File: src/hdl/cpu_addr_consts.svh
// Constants for the processor reset start-up and address generator.
// Assumes inclusion by bare name from the design file only.
`ifndef CPU_ADDR_CONSTS_SVH
`define CPU_ADDR_CONSTS_SVH

`define CAG_OSC_KHZ        3580
`define CAG_PROC_KHZ       1190
`define CAG_CLK_DIV        3
`define CAG_ADDR_BITS      13
`define CAG_RESET_CYCLES   6
`define CAG_VEC_LO         16'hFFFC
`define CAG_VEC_HI         16'hFFFD
`define CAG_ZERO_PAGE      8'h00
`define CAG_PC_RESET       16'h0000

`endif

File: src/hdl/cpu_addr_pkg.sv
// Types for the processor reset start-up and address generator.
// Assumes the constants header defines every numeric value used here.
package cpu_addr_pkg;

  typedef enum logic [3:0] {
    M_ACC,
    M_IMM,
    M_ABS,
    M_ZP,
    M_ZPX,
    M_ZPY,
    M_ABSX,
    M_ABSY,
    M_IMP,
    M_REL,
    M_INDX,
    M_INDY,
    M_IND
  } mode_t;

  typedef enum logic [2:0] {
    S_HOLD,
    S_WAIT,
    S_VEC_LO,
    S_VEC_HI,
    S_IDLE,
    S_RD_LO,
    S_RD_HI
  } fsm_t;

  typedef struct packed {
    mode_t       mode;
    logic [7:0]  b1;
    logic [7:0]  b2;
    logic [7:0]  x;
    logic [7:0]  y;
    logic [15:0] pc_next;
  } req_t;

  typedef struct packed {
    logic [15:0] ea;
    logic [7:0]  operand;
    logic        has_ea;
    logic        has_operand;
    logic        pc_load;
  } result_t;

  typedef struct packed {
    fsm_t        fsm;
    logic [1:0]  div;
    logic [2:0]  wcnt;
    logic        por_q;
    logic [15:0] pc;
    logic        imask;
    logic [15:0] ptr;
    logic [7:0]  tmp_lo;
    mode_t       mode;
    logic [7:0]  yidx;
    logic        done;
    result_t     res;
  } state_t;

endpackage

File: src/hdl/cpu_reset_and_address_gen.sv
// Processor reset start-up, processor-cycle divider and effective-address unit.
// Assumes synchronous inputs, memory that answers a read within the same
// processor cycle, and a reset pin held low long enough at power-up.
//
// Notes on behaviour
// - Processor cycle is clock divided by three
// - Thirteen address bits reach the memory bus
// - Reset sequence starts on reset pin rising
// - After six cycles: mask set, vector fetched
// - Accumulator mode: one byte, no memory operand
// - Immediate mode: second byte is the operand
// - Absolute: second byte low, third byte high
// - Zero page: high address byte forced zero
// - Zero page indexed wraps inside page zero
// - Indexed absolute adds index to base
// - Implied mode fetches no address bytes
// - Branch target is next pc plus offset
// - Indexed indirect reads pointer at base plus X
// - Indexed indirect pointer bytes stay in page zero
// - Indirect indexed adds Y, carry into high
// - Absolute indirect loads pc through pointer
// - Ready low halts every state but hold until ready returns high
`include "cpu_addr_consts.svh"

module cpu_reset_and_address_gen #(
  parameter int ADDR_W       = `CAG_ADDR_BITS,
  parameter int CLK_DIV      = `CAG_CLK_DIV,
  parameter int RESET_CYCLES = `CAG_RESET_CYCLES
) (
  input  wire logic                  i_clk,              // Oscillator-rate clock
  input  wire logic                  i_rst,              // Synchronous reset, high
  input  wire logic                  i_power_on_clear_n, // Reset pin, low active
  input  wire logic                  i_rdy,              // Internal ready, low halts
  input  wire logic                  i_req_valid,        // Address request offered
  input  wire cpu_addr_pkg::req_t    i_req,              // Request contents
  output logic                       o_req_ready,        // Request taken this cycle
  output logic                       o_done,             // Result valid pulse
  output cpu_addr_pkg::result_t      o_result,           // Computed result
  output logic [ADDR_W-1:0]          o_addr,             // Memory address
  output logic                       o_rd,               // Memory read strobe
  input  wire logic [7:0]            i_data,             // Memory read data
  output logic                       o_phi_en,           // Processor cycle pulse
  output logic [15:0]                o_pc,               // Program counter
  output logic                       o_irq_mask,         // Interrupt mask flag
  output logic                       o_running           // Start-up complete
);

  if (ADDR_W < 1 || ADDR_W > 16) begin : g_bad_addr_w
    $error("ADDR_W must be 1 to 16");
  end
  if (CLK_DIV < 2 || CLK_DIV > 4) begin : g_bad_clk_div
    $error("CLK_DIV must be 2 to 4");
  end
  if (RESET_CYCLES < 1 || RESET_CYCLES > 8) begin : g_bad_reset_cycles
    $error("RESET_CYCLES must be 1 to 8");
  end

  localparam logic [1:0] DIV_TOP  = 2'(CLK_DIV - 1);
  localparam logic [2:0] WAIT_TOP = 3'(RESET_CYCLES - 1);

  function automatic logic [15:0] zero_page(input logic [7:0] lo);
    zero_page = {`CAG_ZERO_PAGE, lo};
  endfunction

  function automatic logic [15:0] sext8(input logic [7:0] v);
    sext8 = {{8{v[7]}}, v};
  endfunction

  cpu_addr_pkg::state_t st;
  cpu_addr_pkg::state_t next_st;

  logic phi_en;
  logic step;
  logic accept;

  assign phi_en = (st.div == DIV_TOP);
  assign step   = phi_en && i_rdy;
  assign accept = o_req_ready && i_req_valid;

  always_comb begin
    logic [7:0] zsum;
    logic [8:0] lsum;
    zsum    = 8'h00;
    lsum    = 9'h000;
    next_st = st;
    next_st.done  = 1'b0;
    next_st.por_q = i_power_on_clear_n;
    next_st.div   = (st.div == DIV_TOP) ? 2'h0 : st.div + 2'h1;
    if (!i_power_on_clear_n) begin
      next_st.fsm  = cpu_addr_pkg::S_HOLD;
      next_st.wcnt = 3'h0;
    end else begin
      case (st.fsm)
        cpu_addr_pkg::S_HOLD: begin
          if (!st.por_q) begin
            next_st.fsm  = cpu_addr_pkg::S_WAIT;
            next_st.wcnt = 3'h0;
          end
        end
        cpu_addr_pkg::S_WAIT: begin
          if (step) begin
            if (st.wcnt == WAIT_TOP) begin
              next_st.fsm   = cpu_addr_pkg::S_VEC_LO;
              next_st.imask = 1'b1;
              next_st.ptr   = `CAG_VEC_LO;
            end else begin
              next_st.wcnt = st.wcnt + 3'h1;
            end
          end
        end
        cpu_addr_pkg::S_VEC_LO: begin
          if (step) begin
            next_st.tmp_lo = i_data;
            next_st.ptr    = `CAG_VEC_HI;
            next_st.fsm    = cpu_addr_pkg::S_VEC_HI;
          end
        end
        cpu_addr_pkg::S_VEC_HI: begin
          if (step) begin
            next_st.pc  = {i_data, st.tmp_lo};
            next_st.fsm = cpu_addr_pkg::S_IDLE;
          end
        end
        cpu_addr_pkg::S_IDLE: begin
          if (accept) begin
            next_st.mode = i_req.mode;
            next_st.yidx = i_req.y;
            next_st.res  = '0;
            next_st.done = 1'b1;
            case (i_req.mode)
              cpu_addr_pkg::M_ACC, cpu_addr_pkg::M_IMP: begin
                next_st.res.has_ea = 1'b0;
              end
              cpu_addr_pkg::M_IMM: begin
                next_st.res.operand     = i_req.b1;
                next_st.res.has_operand = 1'b1;
              end
              cpu_addr_pkg::M_ABS: begin
                next_st.res.ea     = {i_req.b2, i_req.b1};
                next_st.res.has_ea = 1'b1;
              end
              cpu_addr_pkg::M_ZP: begin
                next_st.res.ea     = zero_page(i_req.b1);
                next_st.res.has_ea = 1'b1;
              end
              cpu_addr_pkg::M_ZPX, cpu_addr_pkg::M_ZPY: begin
                zsum = (i_req.mode == cpu_addr_pkg::M_ZPX) ? i_req.b1 + i_req.x
                                                           : i_req.b1 + i_req.y;
                next_st.res.ea     = zero_page(zsum);
                next_st.res.has_ea = 1'b1;
              end
              cpu_addr_pkg::M_ABSX: begin
                next_st.res.ea     = {i_req.b2, i_req.b1} + {8'h00, i_req.x};
                next_st.res.has_ea = 1'b1;
              end
              cpu_addr_pkg::M_ABSY: begin
                next_st.res.ea     = {i_req.b2, i_req.b1} + {8'h00, i_req.y};
                next_st.res.has_ea = 1'b1;
              end
              cpu_addr_pkg::M_REL: begin
                next_st.res.ea      = i_req.pc_next + sext8(i_req.b1);
                next_st.res.has_ea  = 1'b1;
                next_st.res.pc_load = 1'b1;
                next_st.pc          = i_req.pc_next + sext8(i_req.b1);
              end
              cpu_addr_pkg::M_INDX: begin
                zsum         = i_req.b1 + i_req.x;
                next_st.ptr  = zero_page(zsum);
                next_st.fsm  = cpu_addr_pkg::S_RD_LO;
                next_st.done = 1'b0;
              end
              cpu_addr_pkg::M_INDY: begin
                next_st.ptr  = zero_page(i_req.b1);
                next_st.fsm  = cpu_addr_pkg::S_RD_LO;
                next_st.done = 1'b0;
              end
              cpu_addr_pkg::M_IND: begin
                next_st.ptr  = {i_req.b2, i_req.b1};
                next_st.fsm  = cpu_addr_pkg::S_RD_LO;
                next_st.done = 1'b0;
              end
              default: begin
                next_st.res.has_ea = 1'b0;
              end
            endcase
          end
        end
        cpu_addr_pkg::S_RD_LO: begin
          if (step) begin
            next_st.tmp_lo = i_data;
            next_st.fsm    = cpu_addr_pkg::S_RD_HI;
            if (st.mode == cpu_addr_pkg::M_IND) begin
              next_st.ptr = st.ptr + 16'h0001;
            end else begin
              next_st.ptr = zero_page(st.ptr[7:0] + 8'h01);
            end
          end
        end
        cpu_addr_pkg::S_RD_HI: begin
          if (step) begin
            next_st.fsm        = cpu_addr_pkg::S_IDLE;
            next_st.done       = 1'b1;
            next_st.res.has_ea = 1'b1;
            if (st.mode == cpu_addr_pkg::M_INDY) begin
              lsum           = {1'b0, st.tmp_lo} + {1'b0, st.yidx};
              next_st.res.ea = {i_data + {7'h00, lsum[8]}, lsum[7:0]};
            end else begin
              next_st.res.ea = {i_data, st.tmp_lo};
            end
            if (st.mode == cpu_addr_pkg::M_IND) begin
              next_st.res.pc_load = 1'b1;
              next_st.pc          = {i_data, st.tmp_lo};
            end
          end
        end
        default: begin
          next_st.fsm = cpu_addr_pkg::S_HOLD;
        end
      endcase
    end
  end

  always_ff @(posedge i_clk) begin
    if (i_rst) begin
      st       <= '0;
      st.fsm   <= cpu_addr_pkg::S_HOLD;
      st.por_q <= 1'b1;
      st.pc    <= `CAG_PC_RESET;
      st.mode  <= cpu_addr_pkg::M_IMP;
    end else begin
      st <= next_st;
    end
  end

  assign o_rd        = (st.fsm == cpu_addr_pkg::S_VEC_LO) || (st.fsm == cpu_addr_pkg::S_VEC_HI)
                    || (st.fsm == cpu_addr_pkg::S_RD_LO) || (st.fsm == cpu_addr_pkg::S_RD_HI);
  assign o_addr      = st.ptr[ADDR_W-1:0];
  // A request is never signalled taken while the reset pin discards it
  assign o_req_ready = (st.fsm == cpu_addr_pkg::S_IDLE) && step && i_power_on_clear_n;
  assign o_done      = st.done;
  assign o_result    = st.res;
  assign o_phi_en    = phi_en;
  assign o_pc        = st.pc;
  assign o_irq_mask  = st.imask;
  assign o_running   = (st.fsm == cpu_addr_pkg::S_IDLE) || (st.fsm == cpu_addr_pkg::S_RD_LO)
                    || (st.fsm == cpu_addr_pkg::S_RD_HI);

  logic [3:0] en_seen;
  always_ff @(posedge i_clk) begin
    if (i_rst || st.fsm != cpu_addr_pkg::S_WAIT) begin
      en_seen <= 4'h0;
    end else if (step) begin
      en_seen <= en_seen + 4'h1;
    end
  end
endmodule

File: config.mk
export PLATFORM = sky130hd
export DESIGN_NAME = cpu_reset_and_address_gen
export DESIGN_NICKNAME = d
export VERILOG_FILES = /design/src/hdl/cpu_addr_pkg.sv /design/src/hdl/cpu_reset_and_address_gen.sv
export VERILOG_INCLUDE_DIRS = /design/src /design/src/hdl
export SDC_FILE = /design/constraint.sdc
export NUM_CORES = 1
export LEC_CHECK = 0
export BUFFER_PORTS_ARGS = -buffer_cell sky130_fd_sc_hd__buf_2
export CAP_MARGIN = 20
export CORE_UTILIZATION = 30
export CTS_CLUSTER_DIAMETER = 200
export DETAILED_ROUTE_END_ITERATION = 6
export GPL_TIMING_DRIVEN = 0
export PLACE_DENSITY = 0.55
export REMOVE_ABC_BUFFERS = 1
export SYNTH_ARGS = -nofsm -noshare
export SYNTH_HDL_FRONTEND = slang
export SYNTH_SLANG_ARGS = --single-unit
File: constraint.sdc
create_clock -name i_clk -period 7.1 [get_ports i_clk]
set_clock_uncertainty 0.1 [all_clocks]
set_input_delay 0.71 -clock i_clk [delete_from_list [all_inputs] [get_ports i_clk]]
set_output_delay 0.71 -clock i_clk [all_outputs]
set_load 0.05 [all_outputs]
Word level (Yosys, flattened, before mapping):

Cells that the tools add are included.

* logic and storage cells: 137
* register bits: 90
* output and inout bits: 62
* input port bits: 65

* $add $sub $neg: 11
* muxes and demuxes: 44
* bitwise operators: 1
* eq/ne operators: 35
* reductions and logical operators: 30

Operators with widths (count)
* 16-bit two-way mux: 10
* 16-bit one-hot mux with 3 select lines: 2
* 16-bit one-hot mux with 6 select lines: 1
* 16-bit one-hot mux with 4 select lines: 1
* 24-bit two-way mux: 2
* 17-bit one-hot mux with 2 select lines: 1
* 3-bit two-way mux: 11
* 16-bit by 8-bit adder with 16-bit output: 2
* 28-bit two-way mux: 1
* 4-bit equality test, second input constant: 6
* 2-bit != test, second input constant: 11
* 3-bit one-hot mux with 6 select lines: 1
* 17-bit two-way mux: 1
* 16-bit by 1-bit adder with 16-bit output, second input constant: 1
* 16-bit adder: 1
* 8-bit adder: 2
* 4-bit by 3-bit equality test with 1-bit output, second input constant: 4
* 8-bit two-way mux: 2
* 8-bit one-hot mux with 2 select lines: 1
* 4-bit AND reduction: 4
* 8-bit AND reduction: 2
* 3-bit equality test, second input constant: 4
* 8-bit by 8-bit adder with 9-bit output: 1
* 8-bit by 1-bit adder with 8-bit output: 1
* other kinds (26): 48

Logic depth before layout (Yosys ltp):

* depth after elaboration: 7
* depth in mapped cells: 16
* depth with buffers taken out: 16

Worst setup path after synthesis:

OpenSTA, ideal clock, no wires.

* kind: input to register
* start: input port i_req[49] (netlist name)
* end: register st, in the netlist o_result[21]
* buffers on the path: 2
* required time: 6.914 ns
* stages on the path: 15
* setup time: 0.086 ns
* slack: 2.904 ns
* arrival: 4.010 ns
* cells stage by stage: buf_2 nor2b_1 and2_1 clkbuf_1 nand2_1 mux2_2 ha_1 fa_1 a32o_1 o31a_1 o41a_1 nand3_1 xnor2_1 a221oi_2 a211oi_1

* cells in the longest elaborated chain, start to end: 5
* elaborated cells on any way between the ends: 11
* those cells by class: eq/ne: 7; mux: 3; reduce/logical: 1

RTL lines
* start, declared: RTL line cpu_reset_and_address_gen.sv:35 `input wire cpu_addr_pkg::req_t i_req,`
* 4-bit by 3-bit equality test with 1-bit output
* 2-bit OR reduction
* 16-bit one-hot mux with 6 select lines (*): RTL line cpu_reset_and_address_gen.sv:130 `case (i_req.mode)`
* 28-bit two-way mux (*): RTL line cpu_reset_and_address_gen.sv:125 `if (accept) begin`
* 17-bit one-hot mux with 2 select lines (*): RTL line cpu_reset_and_address_gen.sv:93 `case (st.fsm)`
* end signal, assigned: RTL line cpu_reset_and_address_gen.sv:231 `st <= next_st;`
* end, declared: RTL line cpu_reset_and_address_gen.sv:69 `cpu_addr_pkg::state_t st;`

Mark *: on every way between the ends. The rest lies on a longest branch, timed or not. The select of a mux whose other input is x is not followed.
A chain may end at the register's enable or synchronous reset.

Worst setup path after layout:

Same ends and word-level chain as after synthesis.

==> results.cfg <==
[grt]
first_global_vias = 6517
antenna_found_initial = 0
grt_overflow = 0
grt_first_pass_wirelength_um = 37920
grt_max_degree = 42
grt_usage = 0.1920

[floorplanning]
die_width_um = 159.4
rows = 57
dieArea_mm2 = 0.02541
coreArea_mm2 = 0.02432
io_pins = 127
initial_core_util = 0.3057
die_h_um = 159.4

[logic_synthesis]
synthTopCellsByArea = dfxtp_1 23%, ha_1 8.8%, a21oi_1 5.9%
syn-instance-count = 955
ys_ff_latch = 87
ys_types = 82
synth.avg_cell_area_um2 = 7.784
synth_edf_count = 0
netlist.top_cell.by_area = dfxtp_1
yosysTopAreaCellShare = 0.2343
yosysSeqAreaShare = 0.2343
ys_async_sr_fraction = 0
yosysWarningCount = 0
syn_area_mm2 = 0.007433
synth_ff_type = dfxtp_1

[routing]
drt_wl_total_um = 24780
first_iter_violations = 466
vias_per_cell = 5.456
drt_first_pass_iters = 5
vias = 7213
drtAntennaViolNets = 0
wire_per_inst_um = 18.74
drcViolationCount = 0

[sta]
tns_ns = 0
maxSlewHeadroom = 0.3016
rsz0062_at_grt = false
tightestPinTransition_ns = 1.045
final.setup.worst_slack_ns = 2.589
min_period_ns = 4.511
maxSlewViolCount = 0
fmax_ghz = 0.2217
finalHoldViolCount = 0
setup_viol = 0
fin_crit_sh = 0.6353

[worst_setup_path]
crit_path_max_fanout = 9
worstPathArrival_ns = 4.64
cp_num_cells = 14
crit_type = primary input to flip-flop
rr_startpoint = st[40]
endpoint_kind = flip-flop
r2r_cells = 16
reg2reg_slack_ns = 3.41
critPathSlowestCell = o41a_1
cp-start-kind = primary input
cp.buffers_inverters = 1
cp_cell_sequence = buf_2 -> nor2b_1 -> and2_1 -> nand2_1 -> mux2_2 -> ha_1 -> fa_1 -> a32o_1 -> o31a_1 -> o41a_1 -> nand3_1 -> xnor2_1 -> a221oi_2 -> a211oi_1
worstPathRequired_ns = 7.23
rr_endpoint = o_result[20]
crit_family = compound AO/OA/AOI/OAI gates
critPathMaxStageDelay_ns = 0.47

[finish]
finalNetCount = 1115
fillers = 2598
syn2layout_area_growth_pct = 10.81
diodes = 0
drive_gt1_frac = 0.1754

[min_path]
holdPathStages = 1
hp-class = flip-flop to flip-flop
min_from = st[85]
hold_end = st[85]

[power_and_ir_drop]
peakVddDrop_v = 0.0001072
leakagePower_nw = 3.368
p_per_area_mw_per_mm2 = 160.4

[clocking]
clk_latency_ns = 0.35
cts_buffer_depth = 2
clkTransAtPathRegs_ns = 0.07
hold_buffers = 0
cts_setup_buffers = 0
htree_levels = 3
clock_sinks = 87
root_buffer = clkbuf_16
cts_tree = done
post_cts_resized = 0
cts_made_buffers = 9

[placed_design]
gp_congestion = 0.8869
portBuffers = 126
dp_hpwl_um = 18910
place_ws_ns = 2.300

[outcome]
status = finished, final reports clean

[flow_run]
max_cap_violations = 0
## worst max-delay path by stage
stage / start / endpoint / slack [ns]
floorplan: i_req[49] / o_result[21] / 3.22
global placement: st[87] / o_result[0] / 1.21
detailed placement: i_req[49] / o_result[21] / 2.30
CTS: i_req[49] / o_result[21] / 2.66
global route: i_req[49] / o_result[21] / 2.46
finish: i_req[49] / o_result[21] / 2.59
## state kept, by name, summed over array words and instances (netlist names)
| signal | flops |
|---|---|
| o_done | 1 |
| o_result | 27 |
| o_pc | 16 |
| o_irq_mask | 1 |
| st | 29 |
| o_addr | 13 |
## per-stage QoR
stage	total power [mW]	cell area, um2	std cells	hold slack (ns)	util
2_1_floorplan	0.7143	6804	851	0.2941	-
3_3_place_gp	0.8292	7840	1301	0.3107	0.3224
3_5_place_dp	0.8328	7920	1305	0.3393	0.3257
4_1_cts	1.330	8222	1321	0.3490	0.3381
5_1_grt	1.386	8237	1322	0.3673	0.3387
6_report	1.321	8237	1322	0.3488	0.3387
## report_power, final
group,internal [mW],switching [mW],leakage (nW),total [mW]
clock,0.284,0.212,0.143,0.496
combinational,0.119,0.203,2.52,0.321
sequential,0.494,0.00945,0.702,0.504
total,0.897,0.424,3.37,1.32
## Yosys cell counts (4+ instances only)
cell,count
o21ai_0,68
and2_1,5
mux2i_1,23
nor2b_1,6
o211ai_1,11
fa_1,5
a21o_1,28
a211oi_1,13
nand2b_1,8
buf_2,14
and3_1,11
dfxtp_1,87
mux2_2,8
xor2_1,21
o21a_1,11
nand4_1,11
nand3b_1,4
nand3_1,29
xnor2_1,29
a311oi_1,7
ha_1,52
a31oi_1,19
o21bai_1,6
nor2_1,74
a21oi_1,88
or3_1,5
nor3_1,15
a22oi_1,16
nand2_1,102
clkbuf_1,28
buf_4,57
buf_1,4
inv_1,10
o21ai_1,7
## worst register-to-register path, cell delays in order (launching register included)
cell and delay (ns):
dfxtp_1 0.36, ha_1 0.23, fa_1 0.41, a21o_1 0.18
a21o_1 0.22, a21o_1 0.19, a21oi_1 0.14, o21bai_1 0.09
a21o_1 0.21, ha_1 0.24, ha_1 0.30, nor2_1 0.12
nor2_1 0.07, o21ai_0 0.31, o311ai_0 0.20, a21oi_1 0.15
a21oi_1 0.08
## layout by cell type (no fill, tap or decap), types with 8 or more instances in the layout
cell type | synthesis | routed
a22oi_1 | 16 | 16
o21ai_0 | 68 | 68
mux2_2 | 8 | 8
ha_1 | 52 | 52
a21o_1 | 28 | 28
nor3_1 | 15 | 15
xnor2_1 | 29 | 29
xor2_1 | 21 | 21
o21a_1 | 11 | 11
inv_1 | 10 | 10
nand4_1 | 11 | 11
mux2i_1 | 23 | 23
o211ai_1 | 11 | 11
buf_2 | 14 | 127
clkbuf_16 | 0 | 9
a211oi_1 | 13 | 13
nand2_1 | 102 | 102
dfxtp_1 | 87 | 87
a21oi_1 | 88 | 88
a31oi_1 | 19 | 19
nand2b_1 | 8 | 8
nand3_1 | 29 | 29
and3_1 | 11 | 11
nor2_1 | 74 | 73
## layer usage
metal	wire [um]	GRT usage	part of all wire
met3	1434	0.04038	0.058
met2	11010	0.3000	0.44
met1	11970	0.2688	0.48
met4	371	0.04327	0.015
met5	0	0	0
## logic make-up (layout without fill, tap and decap cells)
logic type      Yosys count  after routing  synth area share
compound gates          319            319            0.2769
xor+xnor                 50             50           0.05891
fa+ha+maj                57             57            0.1010
buf+inv                 114            157           0.08972
flops                    87             87            0.2343
mux                      31             31           0.04309
simple gates            297            297            0.1961
## area by class of cell
class                           instances  area [um2]  share of cell area
Multi-Input combinational cell        754        5037              0.6116
Sequential cell                        87        1742              0.2115
Timing Repair Buffer                  131       713.2             0.08659
Tap cell                              324       405.4             0.04922
Clock buffer                           12       246.5             0.02993
Clock inverter                          4       55.05            0.006684
Inverter                               10       37.54            0.004557
Note: power is estimated with default switching activity, not from simulation.
